### src/mse_defines.vh
`ifndef MSE_DEFINES_VH
`define MSE_DEFINES_VH
// Register indices
`define MSE_ADDR_CFG      3'h0
`define MSE_ADDR_STAT     3'h1
`define MSE_ADDR_MASK1    3'h2
`define MSE_ADDR_MASK2    3'h3
`define MSE_ADDR_NMIMASK2 3'h4
`define MSE_ADDR_CTRL     3'h5
// Configuration register fields
`define MSE_CFG_MGMT_EN   1
`define MSE_CFG_HOST_EN   2
`define MSE_CFG_NMI_MODE  5
// Mask register fields
`define MSE_MASK1_CHAIN   6
`define MSE_MASK2_RESET   7
`define MSE_NMIMASK2_CLR  7
// Status bits
`define MSE_STAT_LIMIT    0
`define MSE_STAT_OVERTEMP 1
`define MSE_STAT_INTRUDE  2
// Control register fields
`define MSE_CTRL_BYPASS   0
`define MSE_CTRL_RESET    1
// Reset values
`define MSE_RST_CFG       8'h00
`define MSE_RST_MASK      8'h00
`define MSE_RST_CTRL      8'h00
// Timing
`define MSE_CLK_MHZ       200
`define MSE_PULSE_MS      20
`define MSE_PULSE_CYC     (`MSE_PULSE_MS * `MSE_CLK_MHZ * 1000)
`endif

### src/mse_event_out.v
// The placing of the registers and the plain strobed port were decided locally.
`timescale 1ns/1ps
// Function
// - Chained management interrupt reaches output if mask bit 6 and config bit 1 allow.
// - High enclosure-open input is an intrusion event, held latched.
// - NMI mask 2 bit 7 pulls enclosure line low at least 20 ms.
// - Master reset output, enabled by mask 2 bit 7, lasts at least 20 ms.
// - Software sets the level of the open-drain power bypass output.
// - Logic works with slow bus clock, down to 1 Hz.
// - Data exchanged over 8-bit bus, bit 0 least significant.
// - Limit violations feed maskable interrupts driving two outputs.
// - Board overtemperature input is an interrupt source.
// - Config bit 5 selects NMI or IRQ mode, bit 2 enables; reset off.
// - Management interrupt output active only with config bit 1; reset off.
// - Board overtemperature input active low, idles high when undriven.
`include "mse_defines.vh"
module mse_event_out #(
   parameter PULSE_CYC = `MSE_PULSE_CYC
) (
   input  wire       sys_clk,
   input  wire       rst_n,
   input  wire [2:0] reg_addr,
   input  wire [7:0] reg_wdata,
   input  wire       reg_wr,
   input  wire       reg_rd,
   output reg  [7:0] reg_rdata,
   input  wire       limit_viol,
   input  wire       board_overtemp_in_n,
   input  wire       chained_mgmt_irq_in_n,
   input  wire       intrude_in,
   output wire       intrude_out,
   output wire       intrude_oe,
   output wire       mgmt_irq_out_n,
   output wire       mgmt_irq_oe,
   output wire       host_irq_out,
   output wire       host_irq_oe,
   output wire       master_rst_out,
   output wire       master_rst_oe,
   output wire       bypass_out,
   output wire       bypass_oe
);

   reg [7:0]  cfg_reg;
   reg [7:0]  mask1_reg;
   reg [7:0]  mask2_reg;
   reg [7:0]  nmimask2_reg;
   reg [7:0]  ctrl_reg;
   reg        limit_reg;
   reg        overtemp_reg;
   reg        intrude_reg;
   reg [31:0] clr_cnt_reg;
   reg [31:0] rst_cnt_reg;
   reg        clr_act_reg;
   reg        rst_act_reg;
   reg        mgmt_act_reg;
   reg        host_act_reg;
   reg        bypass_reg;
   reg [31:0] clr_cnt_next;
   reg [31:0] rst_cnt_next;
   reg        clr_act_next;
   reg        rst_act_next;
   reg [7:0]  rdata_next;

   // Register map, indices on reg_addr
   //   0 configuration: b1 management enable, b2 host enable, b5 NMI mode
   //   1 status: b0 limit, b1 overtemperature, b2 intrusion
   //     b0 and b1 write one to clear, b2 cleared by the pulse only
   //   2 first mask: b0..b2 mask sources, b6 masks chained input
   //   3 second mask: b7 enables the master reset pulse
   //   4 clear request: b7 starts the enclosure clear pulse
   //   5 control: b0 bypass drive, b1 starts the master reset pulse
   //     reads give b1 high while the reset pulse runs
   // Unmapped indices read as zero and ignore writes
   // Pulses run from sys_clk, never from the slow host bus clock
   // Pins other than the host pin are open drain: each _out is the level, each _oe the drive
   // The host pin drives high only in NMI mode
   // Bypass and reset pins drive low while their enable is high
   // A running clear pulse also blocks new intrusion events

   wire wr_cfg   = reg_wr && (reg_addr == `MSE_ADDR_CFG);
   wire wr_stat  = reg_wr && (reg_addr == `MSE_ADDR_STAT);
   wire wr_mask1 = reg_wr && (reg_addr == `MSE_ADDR_MASK1);
   wire wr_mask2 = reg_wr && (reg_addr == `MSE_ADDR_MASK2);
   wire wr_nmi2  = reg_wr && (reg_addr == `MSE_ADDR_NMIMASK2);
   wire wr_ctrl  = reg_wr && (reg_addr == `MSE_ADDR_CTRL);

   wire [7:0] stat_bits = {5'h00, intrude_reg, overtemp_reg, limit_reg};

   // Event sources; set wins over write-one-to-clear
   wire limit_set    = limit_viol;
   wire overtemp_set = ~board_overtemp_in_n;
   wire intrude_set  = intrude_in && !clr_act_reg;

   // Pending sources gated by the low mask bits
   wire [2:0] pend = stat_bits[2:0] & ~mask1_reg[2:0];
   wire any_pend = |pend;

   // Configuration register
   always @(posedge sys_clk or negedge rst_n) begin
      if (!rst_n) begin
         cfg_reg <= `MSE_RST_CFG;
      end else if (wr_cfg) begin
         cfg_reg <= reg_wdata;
      end
   end

   // First mask register, sources and chained input
   always @(posedge sys_clk or negedge rst_n) begin
      if (!rst_n) begin
         mask1_reg <= `MSE_RST_MASK;
      end else if (wr_mask1) begin
         mask1_reg <= reg_wdata;
      end
   end

   // Second mask register, reset pulse enable
   always @(posedge sys_clk or negedge rst_n) begin
      if (!rst_n) begin
         mask2_reg <= `MSE_RST_MASK;
      end else if (wr_mask2) begin
         mask2_reg <= reg_wdata;
      end
   end

   // Control register, bypass level and reset trigger
   always @(posedge sys_clk or negedge rst_n) begin
      if (!rst_n) begin
         ctrl_reg <= `MSE_RST_CTRL;
      end else if (wr_ctrl) begin
         ctrl_reg <= reg_wdata;
      end
   end

   // Clear request; bit 7 self-clears once the pulse runs
   always @(posedge sys_clk or negedge rst_n) begin
      if (!rst_n) begin
         nmimask2_reg <= `MSE_RST_MASK;
      end else if (wr_nmi2) begin
         nmimask2_reg <= reg_wdata;
      end else if (clr_act_reg) begin
         nmimask2_reg[`MSE_NMIMASK2_CLR] <= 1'b0;
      end
   end

   // Limit and overtemperature flags; set beats a clear
   always @(posedge sys_clk or negedge rst_n) begin
      if (!rst_n) begin
         limit_reg    <= 1'b0;
         overtemp_reg <= 1'b0;
      end else begin
         limit_reg    <= limit_set |
            (limit_reg & ~(wr_stat & reg_wdata[`MSE_STAT_LIMIT]));
         overtemp_reg <= overtemp_set |
            (overtemp_reg & ~(wr_stat & reg_wdata[`MSE_STAT_OVERTEMP]));
      end
   end

   // Intrusion held until the clear pulse is issued
   always @(posedge sys_clk or negedge rst_n) begin
      if (!rst_n) begin
         intrude_reg <= 1'b0;
      end else if (intrude_set) begin
         intrude_reg <= 1'b1;
      end else if (clr_act_reg) begin
         intrude_reg <= 1'b0;
      end
   end

   // Last cycle of a pulse, shared by both timers
   function pulse_end;
      input [31:0] cnt;
      begin
         pulse_end = (cnt == PULSE_CYC - 1);
      end
   endfunction

   // Intrusion clear pulse timer, next state
   always @* begin
      clr_cnt_next = clr_cnt_reg;
      clr_act_next = clr_act_reg;
      if (clr_act_reg) begin
         if (pulse_end(clr_cnt_reg)) begin
            clr_act_next = 1'b0;
            clr_cnt_next = 32'h0;
         end else begin
            clr_cnt_next = clr_cnt_reg + 32'h1;
         end
      end else if (nmimask2_reg[`MSE_NMIMASK2_CLR]) begin
         clr_act_next = 1'b1;
         clr_cnt_next = 32'h0;
      end
   end

   // Intrusion clear pulse timer flops
   always @(posedge sys_clk or negedge rst_n) begin
      if (!rst_n) begin
         clr_cnt_reg <= 32'h0;
         clr_act_reg <= 1'b0;
      end else begin
         clr_cnt_reg <= clr_cnt_next;
         clr_act_reg <= clr_act_next;
      end
   end

   // Master reset pulse timer, next state
   always @* begin
      rst_cnt_next = rst_cnt_reg;
      rst_act_next = rst_act_reg;
      if (rst_act_reg) begin
         if (pulse_end(rst_cnt_reg)) begin
            rst_act_next = 1'b0;
            rst_cnt_next = 32'h0;
         end else begin
            rst_cnt_next = rst_cnt_reg + 32'h1;
         end
      end else if (wr_ctrl && reg_wdata[`MSE_CTRL_RESET] &&
                   mask2_reg[`MSE_MASK2_RESET]) begin
         rst_act_next = 1'b1;
         rst_cnt_next = 32'h0;
      end
   end

   // Master reset pulse timer flops
   always @(posedge sys_clk or negedge rst_n) begin
      if (!rst_n) begin
         rst_cnt_reg <= 32'h0;
         rst_act_reg <= 1'b0;
      end else begin
         rst_cnt_reg <= rst_cnt_next;
         rst_act_reg <= rst_act_next;
      end
   end

   // Management interrupt output flop
   always @(posedge sys_clk or negedge rst_n) begin
      if (!rst_n) begin
         mgmt_act_reg <= 1'b0;
      end else begin
         mgmt_act_reg <= cfg_reg[`MSE_CFG_MGMT_EN] & (any_pend |
            (~chained_mgmt_irq_in_n & ~mask1_reg[`MSE_MASK1_CHAIN]));
      end
   end

   // Host interrupt output flop
   always @(posedge sys_clk or negedge rst_n) begin
      if (!rst_n) begin
         host_act_reg <= 1'b0;
      end else begin
         host_act_reg <= cfg_reg[`MSE_CFG_HOST_EN] & any_pend;
      end
   end

   // Bypass output flop
   always @(posedge sys_clk or negedge rst_n) begin
      if (!rst_n) begin
         bypass_reg <= 1'b0;
      end else begin
         bypass_reg <= ctrl_reg[`MSE_CTRL_BYPASS];
      end
   end

   // Pin drive: open-drain low, open-source high in NMI mode
   assign mgmt_irq_out_n = 1'b0;
   assign mgmt_irq_oe    = mgmt_act_reg;
   assign host_irq_out   = cfg_reg[`MSE_CFG_NMI_MODE];
   assign host_irq_oe    = host_act_reg;
   assign intrude_out    = 1'b0;
   assign intrude_oe     = clr_act_reg;
   assign master_rst_out = 1'b0;
   assign master_rst_oe  = rst_act_reg;
   assign bypass_out     = 1'b0;
   assign bypass_oe      = bypass_reg;

   // Read mux for the addressed register
   always @* begin
      rdata_next = 8'h00;
      case (reg_addr)
         `MSE_ADDR_CFG:      rdata_next = cfg_reg;
         `MSE_ADDR_STAT:     rdata_next = stat_bits;
         `MSE_ADDR_MASK1:    rdata_next = mask1_reg;
         `MSE_ADDR_MASK2:    rdata_next = mask2_reg;
         `MSE_ADDR_NMIMASK2: rdata_next = nmimask2_reg;
         `MSE_ADDR_CTRL:     rdata_next = {6'h00, rst_act_reg,
                                           ctrl_reg[0]};
         default:            rdata_next = 8'h00;
      endcase
   end

   // Read data one cycle after the strobe
   always @(posedge sys_clk or negedge rst_n) begin
      if (!rst_n) begin
         reg_rdata <= 8'h00;
      end else if (reg_rd) begin
         reg_rdata <= rdata_next;
      end else begin
         reg_rdata <= 8'h00;
      end
   end

endmodule // mse_event_out

### config.mk
export PLATFORM = sky130hd
export DESIGN_NAME = mse_event_out
export DESIGN_NICKNAME = d
export VERILOG_FILES = /design/src/mse_event_out.v
export VERILOG_INCLUDE_DIRS = /design/src
export SDC_FILE = /design/constraint.sdc
export NUM_CORES = 1
export LEC_CHECK = 0
export ABC_AREA = 1
export ABC_CLOCK_PERIOD_IN_PS = 1400
export CORE_ASPECT_RATIO = 1.4
export CORE_MARGIN = 4
export CORE_UTILIZATION = 40
export DETAILED_ROUTE_END_ITERATION = 10
export DONT_BUFFER_PORTS = 1
export PLACE_DENSITY = 0.64
export SETUP_SLACK_MARGIN = 0.1
export SLEW_MARGIN = 25
export SYNTH_ARGS = -nofsm -noshare
export SYNTH_HDL_FRONTEND = slang
export SYNTH_SLANG_ARGS = --single-unit
### constraint.sdc
create_clock -name sys_clk -period 1.4 [get_ports sys_clk]
set_clock_uncertainty 0.05 [all_clocks]
set_input_delay 0.14 -clock sys_clk [delete_from_list [all_inputs] [get_ports sys_clk]]
set_output_delay 0.14 -clock sys_clk [all_outputs]
set_load 0.05 [all_outputs]
==> run summary <==
first-pass GRT wire length: 32.3 mm
M2 GR Usage: 40.3%
status: finished with violations
Yosys reg bits: 113
Tcrit/Tclk final: 114%
FF-to-FF setup slack: -0.19 ns
Rows: 54
M1 GR Usage: 25.4%
Power per Cell Area: 1360 nW/um^2
violated checks: negative hold slack, negative setup slack
Iter 0 DRT Violations: 539
Peak VDD IR: 0.000860 V
Worst slew margin: 66.1%
Peak Freq: 629 MHz
wire length per cell: 16.0 um
# DRC: 0
grt ovf: 0
Ys Warns: 0
Crit path arrival time: 1.84 ns
CTS tree: built
htree depth: 4
average size of a mapped cell: 7.04 sq um
WP buf/inv: 1
minimum clock period: 1.59 ns
# setup viols final: 53
Post-synth top flop: dfrtp_1
TritonCTS Buffers: 17
IO buf count: 0
WHS: -0.646 ns
root buf cell: clkbuf_16
Post-Syn Area: 6340 sq um
worst-path cell chain: ha_2, nand2_2, nor2_4, buf_6, nand3_4, nor2_4, xor2_1, o21ai_1
sequential fraction of the synthesis area: 44.6%
fin worst setup slack: -0.190 ns
EDFF count, synth: 0
largest net degree at the start of global routing: 114
Antenna Cells: 0
number of library cell types mapped by synthesis: 37
Die H: 157 um
Layout Area Growth over Synthesis: 50.3%
max-slew violation count: 0
clock tree buffer depth: 2
Die ar.: 18,000 sq um
Initial Utilization: 40.6%
core area: 15,600 sq um
LEAKAGE: 4.35 nW
most frequent cells in the layout: nand2_1, buf_4, dfrtp_1, inv_1, nand2_2
Post-synth ARST share: 100%
sw frac: 35.1%
clock sinks: 113
Final #Nets: 1,095
CP max FO: 5
Flop pwr share: 36.0%
met3 Track Usage GR: 3.35%
min-delay worst type: input port to asynchronous set/reset pin
I/O Pins: 37
GRT Total Usage: 22.5%
routed wire length: 20.5 mm
fin area: 9530 sq um
GR peak layer: met2
Util after Layout: 61.0%
RD Place Congestion: 0.915
Synth Instances: 901
CP delay by family, top: simple AND/OR/NAND/NOR gates
RSZ-0062 raised after global routing: true
Max Cap Viol: 0
final setup TNS: -5.95 ns
critical path launch point type: flop
Post-DP Area: 7420 sq um
CP max stage cell: dfrtp_1
Worst-Margin Slew: 0.508 ns
Setup crit end kind: flop
Cell Int Power: 0.00843 W
Die X-Extent: 114 um
initial antenna violation count: 0
clk slew on worst S/H paths: 0.06 ns
via count: 6,711
most frequent CP cell: nor2_4
number of global-route vias before repair: 6,805
worst slack, placed: -0.392 ns
Worst Path Class, Setup: flop to flop
Clock Latency Late Sink: 0.42 ns
crit-path max cell delay: 0.37 ns
most common cell after layout, fill and taps aside: nand2_1
dpl hpwl: 12.6 mm
final hold violation count: 114
Clock power frac: 33.9%
Routed Antenna Nets: 0
via/cell ratio: 5.23
Worst EP required: 1.65 ns
Gate power share: 30.1%
Sw Pwr: 0.00455 W
number of detailed-route iterations in the first pass: 6
layout cell share with drive strength beyond 1: 39.4%
## power groups by stage
stage / Combinational, W / Clock [W] / Sequential [W]
after global routing: 0.00423 / 0.00458 / 0.00475
after CTS: 0.00342 / 0.00443 / 0.00462
after floorplan: 0.00156 / 0 / 0.00462
after detailed placement: 0.00271 / 0 / 0.00462
final: 0.00390 / 0.00440 / 0.00468
after global placement: 0.00265 / 0 / 0.00461
## synthesized netlist by cell type (3+ instances only)
master | count | area (sq um)
a41oi_1 | 5 | 43.8
buf_6 | 5 | 56.3
a21oi_1 | 4 | 20.0
xor2_1 | 17 | 149
nor2_2 | 9 | 56.3
clkbuf_1 | 6 | 22.5
nor2_1 | 114 | 428
inv_2 | 5 | 18.8
dfrtp_1 | 113 | 2830
o21ai_0 | 75 | 375
xnor2_1 | 4 | 35.0
buf_4 | 4 | 30.0
nand3_1 | 69 | 345
o21ai_1 | 4 | 20.0
nand2_2 | 3 | 18.8
nand2_1 | 336 | 1260
o211ai_1 | 3 | 22.5
nand4_1 | 4 | 25.0
o21ai_2 | 8 | 70.1
inv_1 | 90 | 338
## stage by stage
stage | hold WS (ns) | cells | total power [W]
finish | -0.646 | 1283 | 0.0130
global route | -0.653 | 1283 | 0.0136
CTS | -0.647 | 1265 | 0.0125
floorplan | -0.206 | 904 | 0.00618
detailed placement | -0.202 | 1194 | 0.00733
global placement | -0.202 | 1194 | 0.00726
## cell families after synthesis
| logic type | after synthesis | share of synthesized area, % |
|---|---|---|
| adders and majority gates | 2 | 0.395 |
| xor gates and xnor gates | 21 | 2.90 |
| and+or+nand+nor | 545 | 35.1 |
| DFF | 113 | 44.6 |
| other | 1 | 0.0591 |
| AOI/OAI and AO/OA | 104 | 9.26 |
| buffers and inverters | 115 | 7.72 |
## final timing paths
path,start,cells past startpoint,endpoint
max reg2reg,rst_cnt_reg[0],8,rst_cnt_reg[14]
min in group sys_clk,reg_addr[0],4,master_rst_oe
max in group asynchronous,rst_n,0,clr_cnt_reg[14]
max,rst_cnt_reg[0],8,rst_cnt_reg[14]
min reg2reg,ctrl_reg[0],0,bypass_oe
min,rst_n,0,rst_cnt_reg[2]
## final cells by class
class,instances,area (sq um)
clock inverters,14,153
clock buffers,18,439
multi-input cells,676,3960
flip-flops and latches,113,2850
repair buffers,170,1500
fillers,1248,6080
inverters,96,385
well taps,196,245
## routing by layer
metal	part of all wire, %	wire [um]	vias up
li1	-	-	3193
met1	38	7870	3238
met2	53	10800	200
met3	3.7	755	80
met4	5.1	1040	0
met5	0	0	-
## repair_timing
action,4_1_cts,5_1_grt
setup endpoints to repair,63,70
endpoints found under the hold margin,153,115
pin swaps,96,61
setup buffers,20,17
cloned,1,0
hold buffers,18,2
resized for setup,203,132
No activity file was read; power rests on OpenSTA's default activity.
